==> config.mk <==
export PLATFORM = sky130hd
export DESIGN_NAME = aux_regs
export DESIGN_NICKNAME = d
export VERILOG_FILES = /design/src/shared/aux_regs_pkg.sv /design/src/shared/offset_ctl_if.sv /design/src/hw/aux_regs.sv /design/src/hw/offset_counter.sv
export SDC_FILE = /design/constraint.sdc
export NUM_CORES = 1
export LEC_CHECK = 0
export ABC_AREA = 1
export BUFFER_PORTS_ARGS = -buffer_cell sky130_fd_sc_hd__buf_2
export CELL_PAD_IN_SITES_DETAIL_PLACEMENT = 1
export CELL_PAD_IN_SITES_GLOBAL_PLACEMENT = 2
export CORE_MARGIN = 3
export CORE_UTILIZATION = 34
export DETAILED_ROUTE_END_ITERATION = 8
export GPL_TIMING_DRIVEN = 0
export PLACE_DENSITY = 0.92
export SETUP_SLACK_MARGIN = 0.2
export SLEW_MARGIN = 20
export SYNTH_ARGS = -nofsm -noshare
export SYNTH_HDL_FRONTEND = slang
export SYNTH_SLANG_ARGS = --single-unit
==> constraint.sdc <==
create_clock -name clk -period 4.2 [get_ports clk]
set_input_delay 0.42 -clock clk [delete_from_list [all_inputs] [get_ports clk]]
set_output_delay 0.42 -clock clk [all_outputs]
set_load 0.02 [all_outputs]
==> src/shared/aux_regs_pkg.sv <==
//Contract
//RL1 - Toggle bit write flips DMA request output
//RL2 - Preset bit loads up counter, selection timeout
//RL3 - Counter select chooses up or down readback
//RL4 - Down counter: processor loaded, decremented per request
//RL5 - Up counter counts each byte leaving chip
//RL6 - Bad FIFO read parity sets flag
//RL7 - Bad SCSI receive parity sets flag
//RL8 - Slave error input sets flag; firmware clears
//RL9 - Too fast synchronous input sets overrun flag
//RL10 - Offset counter refuses out-of-range, sets flag
//RL11 - One refused offset request held, done later
//RL12 - Fast script buffer access sets overrun flag
//RL13 - Wait-ready enabled stalls processor until ready
//RL14 - Fast FIFO data access sets overrun flag
//RL15 - Eight synchronous-enable bits, one per ID
//RL16 - On connection save peer, pick sync mode
//RL17 - Slave mode uses synchronous-enable bit zero
//RL18 - Own ID bit set makes all synchronous
//RL19 - Enable bit covers all units behind ID
//RL20 - Readback returns last peer ID processed
//RL21 - Command length is code plus one
//RL22 - Snapshot read returns live SCSI data lines
//RL23 - Reset-overflow bit clears the error flags
//RL24 - Reset clears up counter, keeps down counter
//RL25 - Self-clearing bits act as one-cycle pulses
package aux_regs_pkg;

   // -----------------------------------------------------------------
   // Register offsets
   // -----------------------------------------------------------------
   localparam logic [7:0] OFS_COUNT_LOW   = 8'h10;
   localparam logic [7:0] OFS_COUNT_MID   = 8'h11;
   localparam logic [7:0] OFS_COUNT_HIGH  = 8'h12;
   localparam logic [7:0] OFS_AUX_CTL_ONE = 8'h13;
   localparam logic [7:0] OFS_AUX_TWO     = 8'h14;
   localparam logic [7:0] OFS_SYNC_ID     = 8'h15;
   localparam logic [7:0] OFS_SNAPSHOT    = 8'h16;

   // -----------------------------------------------------------------
   // Field positions
   // -----------------------------------------------------------------
   localparam int BIT_DMA_TOGGLE     = 7;
   localparam int BIT_UPCOUNT_PRESET = 5;
   localparam int BIT_READBACK_SEL   = 4;
   localparam int BIT_INFINITE_TRANSFER_COUNT         = 3;
   localparam int BIT_OVR_DISC       = 2;
   localparam int BIT_OFFSET_LOAD    = 1;
   localparam int BIT_HALT_PARITY    = 0;
   localparam int BIT_RESET_FLAGS    = 5;

   localparam int ERR_FIFO_PARITY  = 6;
   localparam int ERR_SCSI_PARITY  = 5;
   localparam int ERR_SLAVE        = 4;
   localparam int ERR_SYNC_OVR     = 3;
   localparam int ERR_OFFSET_OVR   = 2;
   localparam int ERR_SCRIPT_OVR   = 1;
   localparam int ERR_PROC_OVR     = 0;

   // -----------------------------------------------------------------
   // Reset and preset values
   // -----------------------------------------------------------------
   localparam logic [23:0] UPCOUNT_PRESET_VAL  = 24'h7ffffe;
   localparam logic [19:0] SEL_TIMEOUT_PRESET  = 20'h7fffe;
   localparam logic [4:0]  CTL_RESET           = 5'h00;
   localparam logic [7:0]  SYNC_EN_RESET       = 8'h00;

   // -----------------------------------------------------------------
   // Timing
   // -----------------------------------------------------------------
   localparam int CLK_PERIOD_NS     = 10;
   localparam int SYNC_MIN_GAP_NS   = 189;
   localparam int SYNC_MIN_GAP_CYC  = (SYNC_MIN_GAP_NS + CLK_PERIOD_NS - 1) / CLK_PERIOD_NS;

endpackage

==> src/shared/offset_ctl_if.sv <==
interface offset_ctl_if;
   logic       inc;
   logic       dec;
   logic [7:0] max_offset;
   logic [7:0] count;
   logic       overrun;

   modport owner   (output inc, output dec, output max_offset, input count, input overrun);
   modport counter (input inc, input dec, input max_offset, output count, output overrun);
endinterface

==> src/hw/aux_regs.sv <==
module aux_regs
   import aux_regs_pkg::*;
(
   input  wire logic        clk,
   input  wire logic        nrst,
   input  wire logic [7:0]  reg_addr,
   input  wire logic [7:0]  reg_wdata,
   input  wire logic        reg_wr,
   input  wire logic        reg_rd,
   output logic      [7:0]  reg_rdata,
   input  wire logic        dma_request,
   output logic             dma_req_n,
   input  wire logic        down_count_dec,
   input  wire logic        byte_out,
   input  wire logic        fifo_reset,
   output logic      [23:0] down_count,
   output logic             sel_timeout_load,
   output logic      [19:0] sel_timeout_value,
   output logic             upcount_readback_select,
   output logic             infinite_transfer_count,
   output logic             overrun_disconnect_enable,
   output logic             offset_load_mode,
   output logic             halt_on_parity_fault,
   input  wire logic        fifo_parity_error,
   input  wire logic        scsi_parity_error,
   input  wire logic        slave_error_in,
   input  wire logic        sync_byte_in,
   input  wire logic        offset_inc,
   input  wire logic        offset_dec,
   input  wire logic [7:0]  offset_max,
   output logic      [7:0]  offset_count,
   input  wire logic        wait_ready_enable,
   input  wire logic        script_access,
   input  wire logic        script_busy,
   input  wire logic        fifo_access,
   input  wire logic        fifo_busy,
   output logic             processor_wait_ready,
   input  wire logic        peer_connect,
   input  wire logic [2:0]  peer_id,
   input  wire logic [2:0]  own_id,
   input  wire logic        slave_mode,
   output logic             sync_mode,
   input  wire logic [3:0]  cmd_len_code,
   output logic      [4:0]  cmd_length,
   output logic             cmd_length_valid,
   input  wire logic [7:0]  scsi_data
);

   // -----------------------------------------------------------------
   // State
   // -----------------------------------------------------------------
   typedef struct packed {
      logic [4:0]  ctl;
      logic [23:0] up_cnt;
      logic [6:0]  err;
      logic [7:0]  sync_en;
      logic [2:0]  peer;
      logic        sync_mode;
      logic        toggle;
      logic        dma_req_n;
      logic [4:0]  gap_cnt;
      logic        preset;
      logic [4:0]  cmd_len;
      logic        cmd_ok;
      logic [7:0]  rdata;
   } state_t;

   state_t      s_reg;
   state_t      s_next;
   logic [23:0] down_cnt_reg;
   logic [23:0] down_cnt_next;

   offset_ctl_if ofs ();

   offset_counter u_offset (
      .clk  (clk),
      .nrst (nrst),
      .ctl  (ofs.counter)
   );

   assign ofs.inc        = offset_inc;
   assign ofs.dec        = offset_dec;
   assign ofs.max_offset = offset_max;

   // -----------------------------------------------------------------
   // Decode
   // -----------------------------------------------------------------
   logic wr_ctl;
   logic wr_sync;
   logic wr_flags_clear;

   assign wr_ctl         = reg_wr && (reg_addr == OFS_AUX_TWO);
   assign wr_sync        = reg_wr && (reg_addr == OFS_SYNC_ID);
   assign wr_flags_clear = reg_wr && (reg_addr == OFS_AUX_CTL_ONE)
                           && reg_wdata[BIT_RESET_FLAGS];

   // -----------------------------------------------------------------
   // Next state
   // -----------------------------------------------------------------
   always_comb begin
      logic [6:0]  set;
      logic [23:0] cnt_sel;
      set     = '0;
      cnt_sel = '0;
      s_next        = s_reg;
      s_next.preset = 1'b0;
      down_cnt_next = down_cnt_reg;

      // Control register; the two self-clearing bits are never stored.
      if (wr_ctl) begin
         s_next.ctl = reg_wdata[4:0];                   // [RL25]
         if (reg_wdata[BIT_DMA_TOGGLE]) begin
            s_next.toggle = ~s_reg.toggle;              // [RL1]
         end
         s_next.preset = reg_wdata[BIT_UPCOUNT_PRESET]; // [RL2] [RL25]
      end
      // The toggle inverts the request so the DMA controller sees a new edge.
      s_next.dma_req_n = ~(dma_request ^ s_reg.toggle); // [RL1]

      // Up counter: preset beats a FIFO reset, which beats counting.
      if (wr_ctl && reg_wdata[BIT_UPCOUNT_PRESET]) begin
         s_next.up_cnt = UPCOUNT_PRESET_VAL;            // [RL2]
      end else if (fifo_reset) begin
         s_next.up_cnt = '0;
      end else if (byte_out) begin
         s_next.up_cnt = s_reg.up_cnt + 24'h000001;     // [RL5]
      end

      // Down counter: a processor write beats a sequencer decrement.
      if (reg_wr && reg_addr == OFS_COUNT_LOW) begin
         down_cnt_next[7:0] = reg_wdata;                // [RL4]
      end else if (reg_wr && reg_addr == OFS_COUNT_MID) begin
         down_cnt_next[15:8] = reg_wdata;               // [RL4]
      end else if (reg_wr && reg_addr == OFS_COUNT_HIGH) begin
         down_cnt_next[23:16] = reg_wdata;              // [RL4]
      end else if (down_count_dec) begin
         down_cnt_next = down_cnt_reg - 24'h000001;     // [RL4]
      end

      // Synchronous input rate: a byte inside the minimum gap is an overrun.
      if (sync_byte_in) begin
         s_next.gap_cnt = 5'(SYNC_MIN_GAP_CYC - 1);
      end else if (s_reg.gap_cnt != 5'h00) begin
         s_next.gap_cnt = s_reg.gap_cnt - 5'h01;
      end

      // Error events.
      set[ERR_FIFO_PARITY] = fifo_parity_error;                       // [RL6]
      set[ERR_SCSI_PARITY] = scsi_parity_error;                       // [RL7]
      set[ERR_SLAVE]       = slave_error_in;                          // [RL8]
      set[ERR_SYNC_OVR]    = sync_byte_in && (s_reg.gap_cnt != 5'h00); // [RL9]
      set[ERR_OFFSET_OVR]  = ofs.overrun;                             // [RL10]
      set[ERR_SCRIPT_OVR]  = !wait_ready_enable && script_access
                             && script_busy;                          // [RL12]
      set[ERR_PROC_OVR]    = !wait_ready_enable && fifo_access
                             && fifo_busy;                            // [RL14]
      // An event in the clearing cycle is kept: the set wins.
      if (wr_flags_clear) begin
         s_next.err = set;                                            // [RL23]
      end else begin
         s_next.err = s_reg.err | set;
      end

      // Synchronous enables and connection tracking.
      if (wr_sync) begin
         s_next.sync_en = reg_wdata;                                  // [RL15]
      end
      // Enables are per bus ID only, so every unit behind an ID shares one. [RL19]
      if (slave_mode) begin
         s_next.sync_mode = s_reg.sync_en[0];                         // [RL17]
      end else if (peer_connect) begin
         s_next.peer      = peer_id;                                  // [RL16] [RL20]
         s_next.sync_mode = s_reg.sync_en[peer_id]                    // [RL16]
                            || s_reg.sync_en[own_id];                 // [RL18]
      end

      // Command length.
      s_next.cmd_len = {1'b0, cmd_len_code} + 5'h01;                  // [RL21]
      s_next.cmd_ok  = (cmd_len_code != 4'h0);                        // [RL21]

      // Read data, valid in the cycle after the strobe.
      cnt_sel = s_reg.ctl[BIT_READBACK_SEL] ? s_reg.up_cnt : down_cnt_reg; // [RL3]
      s_next.rdata = 8'h00;
      if (reg_rd) begin
         case (reg_addr)
            OFS_COUNT_LOW: begin
               s_next.rdata = cnt_sel[7:0];                           // [RL3]
            end
            OFS_COUNT_MID: begin
               s_next.rdata = cnt_sel[15:8];                          // [RL3]
            end
            OFS_COUNT_HIGH: begin
               s_next.rdata = cnt_sel[23:16];                         // [RL3]
            end
            OFS_AUX_TWO: begin
               s_next.rdata = {1'b0, s_reg.err};
            end
            OFS_SYNC_ID: begin
               s_next.rdata = {5'h00, s_reg.peer};                    // [RL20]
            end
            OFS_SNAPSHOT: begin
               s_next.rdata = scsi_data;                              // [RL22]
            end
            default: begin
               s_next.rdata = 8'h00;
            end
         endcase
      end
   end

   // -----------------------------------------------------------------
   // Registers
   // -----------------------------------------------------------------
   always_ff @(posedge clk or negedge nrst) begin
      if (!nrst) begin
         s_reg           <= '0;
         s_reg.ctl       <= CTL_RESET;
         s_reg.sync_en   <= SYNC_EN_RESET;
         s_reg.dma_req_n <= 1'b1;
         s_reg.cmd_len   <= 5'h01;
      end else begin
         s_reg <= s_next; // [RL24]
      end
   end

   // The down counter is kept across reset, so it has no reset branch.
   always_ff @(posedge clk) begin
      down_cnt_reg <= down_cnt_next; // [RL24]
   end

   // -----------------------------------------------------------------
   // Outputs
   // -----------------------------------------------------------------
   assign reg_rdata                 = s_reg.rdata;
   assign dma_req_n                 = s_reg.dma_req_n;
   assign down_count                = down_cnt_reg;
   assign sel_timeout_load          = s_reg.preset;
   assign sel_timeout_value         = SEL_TIMEOUT_PRESET;
   assign upcount_readback_select   = s_reg.ctl[BIT_READBACK_SEL];
   assign infinite_transfer_count   = s_reg.ctl[BIT_INFINITE_TRANSFER_COUNT];
   assign overrun_disconnect_enable = s_reg.ctl[BIT_OVR_DISC];
   assign offset_load_mode          = s_reg.ctl[BIT_OFFSET_LOAD];
   assign halt_on_parity_fault      = s_reg.ctl[BIT_HALT_PARITY];
   assign offset_count              = ofs.count;
   assign sync_mode                 = s_reg.sync_mode;
   assign cmd_length                = s_reg.cmd_len;
   assign cmd_length_valid          = s_reg.cmd_ok;

   // Holding the processor off while busy rules out script and processor overruns. [RL13]
   assign processor_wait_ready = !wait_ready_enable
                                 || !((script_access && script_busy)
                                      || (fifo_access && fifo_busy));

endmodule

==> src/hw/offset_counter.sv <==
module offset_counter
   import aux_regs_pkg::*;
(
   input  wire logic   clk,
   input  wire logic   nrst,
   offset_ctl_if.counter ctl
);

   typedef struct packed {
      logic [7:0] count;
      logic       pend;
      logic       pend_up;
      logic       overrun;
   } ofs_state_t;

   ofs_state_t s_reg;
   ofs_state_t s_next;

   always_comb begin
      logic up;
      logic act;
      logic fresh;
      logic legal;
      up    = 1'b0;
      act   = 1'b0;
      fresh = 1'b0;
      legal = 1'b0;
      s_next         = s_reg;
      s_next.overrun = 1'b0;
      if (ctl.inc ^ ctl.dec) begin
         act   = 1'b1;
         fresh = 1'b1;
         up    = ctl.inc;
      end else if (!ctl.inc && s_reg.pend) begin
         act = 1'b1;
         up  = s_reg.pend_up;
      end
      legal = up ? (s_reg.count < ctl.max_offset) : (s_reg.count != 8'h00);
      if (act) begin
         if (legal) begin
            s_next.count = up ? s_reg.count + 8'h01 : s_reg.count - 8'h01;
            if (!fresh) begin
               s_next.pend = 1'b0; // [RL11]
            end
         end else if (fresh) begin
            // A refused request is not performed; it is kept for later.
            s_next.overrun = 1'b1;          // [RL10]
            s_next.pend    = 1'b1;          // [RL11]
            s_next.pend_up = up;
         end
      end
   end

   always_ff @(posedge clk or negedge nrst) begin
      if (!nrst) begin
         s_reg <= '0;
      end else begin
         s_reg <= s_next;
      end
   end

   assign ctl.count   = s_reg.count;
   assign ctl.overrun = s_reg.overrun;

endmodule

==> impl_metrics.py <==
metrics = {
    "job": {
        "cap_viol_max_count": 0,
    },
    "global_routing": {
        "antenna_found_initial": 0,
        "global_route.usage.met1_pct": 26.4,
        "overflow": 0,
        "grt_pass1_wl_um": 36300,
        "grt_usage_pct": 21.0,
        "grt_start_max_net_pins": 54,
        "grt_util_met2_pct": 36.6,
        "grt_pass1_vias": 6732,
        "grt_use_met3_pct": 4.19,
        "busiest_layer": "met2",
    },
    "sta": {
        "rsz0062_at_grt": "false",
        "period_share_pct": 51.9,
        "layout_min_cycle_time_ns": 2.18,
        "layout_setup_ws_ns": 2.02,
        "max_freq_ghz": 0.459,
        "drv_slew": 0,
        "timing.slew.headroom_pct": 39.5,
        "tightest_slew_ns": 0.900,
        "skew_ns": 0.00862,
        "final_hold_viol_count": 21,
        "finalSetupViolCount": 0,
        "finalSetupTns_ns": 0,
        "hold_slack_ns": -0.00908,
    },
    "power_and_ir_drop": {
        "cellLeakagePower_nw": 4.07,
        "power_mw": 2.98,
        "power.density_nw_per_um2": 361,
        "ir_drop_uv": 273,
    },
    "logic_synthesis": {
        "async_reset_ff_share_pct": 77.1,
        "ys_seq_elements": 105,
        "synth_area_leaders": "dfrtp_1, nand2_1, edfxtp_1, inv_1, o21ai_0",
        "synth_ff_type": "dfrtp_1",
        "yosys-top-cells-count": "nand2_1, inv_1, dfrtp_1",
        "yosysTopAreaCell": "dfrtp_1",
        "ys_warn_count": 0,
        "synth_top_area_share_pct": 28.5,
        "synth_cells": 920,
        "synth.avg_cell_area_um2": 7.54,
        "netlist_area_um2": 6940,
        "synth_edf_count": 24,
        "yosysSeqAreaShare_pct": 39.6,
        "synth.most_common_cell": "nand2_1",
        "synth_cell_types": 50,
    },
    "clock_tree": {
        "cts_root_buf": "clkbuf_16",
        "cts_made_buffers": 9,
        "clk_latency_ns": 0.37,
        "cts_buffer_depth": 2,
        "htreeDepth": 3,
        "clkSlewWorstSetupHoldPaths_ns": 0.08,
        "cts_setup_buffers": 0,
        "clock_sinks": 105,
        "cts_resized": 0,
        "cts_tree": "yes",
        "hold_buffers": 0,
    },
    "placed_design": {
        "hpwl_um": 18400,
        "port_buffers": 116,
        "place_ws_ns": 1.70,
        "gp_congestion": 0.899,
        "place_area_um2": 7950,
    },
    "layout": {
        "finalInstanceArea_um2": 8250,
        "area_growth_pct": 18.8,
        "layout-drive-gt1-share_pct": 21.9,
        "diodes": 0,
        "nets": 1144,
        "largest_reg_flops": 48,
    },
    "critical_path": {
        "crit_fanout": 5,
        "critical_path_required_ns": 4.33,
        "arrival_ns": 2.31,
        "regToRegSetupSlack_ns": 2.02,
        "cp-end-kind": "flip-flop",
        "cp-start-kind": "flip-flop",
        "critPathKind": "flip-flop to flip-flop",
    },
    "min_path": {
        "hp-class": "input port to asynchronous set/reset pin",
    },
    "status": {
        "violations": "negative hold slack",
        "status": "complete, but fails checks",
    },
    "detailed_routing": {
        "drt-wirelength-per-cell_um": 17.2,
        "ant_nets": 0,
        "vias_per_cell": 4.97,
        "drtIter0Drc": 305,
        "first_pass_iters": 5,
        "wl_um": 22900,
        "drc": 0,
        "vias": 6641,
    },
    "floorplanning": {
        "io_pins": 138,
        "die_width_um": 149,
        "fp.dieArea_um2": 22200,
        "die_h_um": 149,
        "core.rowCount": 51,
        "start_util_pct": 35.1,
        "core_area_um2": 19800,
    },
}
## worst paths after layout
| path | to | from | cells past startpoint |
|---|---|---|---|
| worst max-delay path | down_count[20] | down_count[1] | 10 |
| worst min-delay path | s_reg[36] | nrst | 1 |
| worst max register to register | down_count[20] | down_count[1] | 10 |
| worst min register to register | dma_req_n | s_reg[21] | 1 |
| max in group asynchronous | cmd_length[0] | nrst | 2 |
| min in group clk | dma_req_n | dma_request | 2 |
## logic make-up (layout without fill, tap and decap cells)
family / count (synthesis) / after routing / share of synthesized area (%)
simple gates: 397 / 397 / 25.9
compound gates: 171 / 171 / 14.3
other cells: 2 / 20 / 0.108
mux: 2 / 2 / 0.307
buf+inv: 196 / 329 / 13.0
xor+xnor: 32 / 32 / 4.04
flops: 105 / 105 / 39.6
fa+ha+maj: 15 / 15 / 2.71
## metrics by stage
| stage | utilization (%) | hold WS, ns | cells |
|---|---|---|---|
| 6_report | 41.7 | -0.00908 | 1336 |
| 2_1_floorplan | - | 0.124 | 938 |
| 4_1_cts | 41.7 | 0.00218 | 1336 |
| 3_5_place_dp | 40.2 | 0.395 | 1320 |
| 3_3_place_gp | 40.0 | 0.443 | 1319 |
| 5_1_grt | 41.7 | 0.0192 | 1336 |
## worst max-delay path: stages (launching register included)
cell,delay [ns]
edfxtp_1,0.43
inv_1,0.15
ha_1,0.27
inv_1,0.09
nor2_2,0.23
nand2_1,0.15
nor2_2,0.18
nand4_1,0.15
xor2_1,0.17
nand2_1,0.07
nand2_1,0.06
## metal layers
| layer | vias up | part of all wire [%] |
|---|---|---|
| met3 | 30 | 6.0 |
| met1 | 3194 | 44 |
| met5 | - | 0 |
| li1 | 3253 | - |
| met4 | 0 | 2.1 |
| met2 | 164 | 48 |
## layout make-up
cell class,count,area [um2]
fillers,2550,11500
multi-input cells,637,3350
flip-flops and latches,105,2750
repair buffers,117,611
inverters,141,529
plain buffers,55,375
well taps,265,332
clock buffers,9,225
clock inverters,7,72.6
## layout by cell type, fill, tap and decap left out, drive strengths merged
cell and n:
a21oi 23, a221oi 1, a311oi 1, a31oi 12, a32o 3, a41oi 1
buf 165, clkbuf 16, clkinv 4, conb 20, dfrtp 79, dfstp 2
edfxtp 24, ha 15, inv 144, mux2 1, mux2i 1, nand2 222
nand3 56, nand3b 3, nand4 12, nor2 78, nor3 17, nor4 6
o211ai 14, o21ai 97, o21bai 6, o221ai 5, o22ai 4, o311ai 1
o31ai 3, or2 3, xnor2 4, xor2 28
## where the power goes
group | switching (mW) | internal (mW)
Clock | 0.460 | 0.425
Sequential | 0.116 | 1.14
Combinational | 0.515 | 0.323
Note: power is estimated with default switching activity, not from simulation.
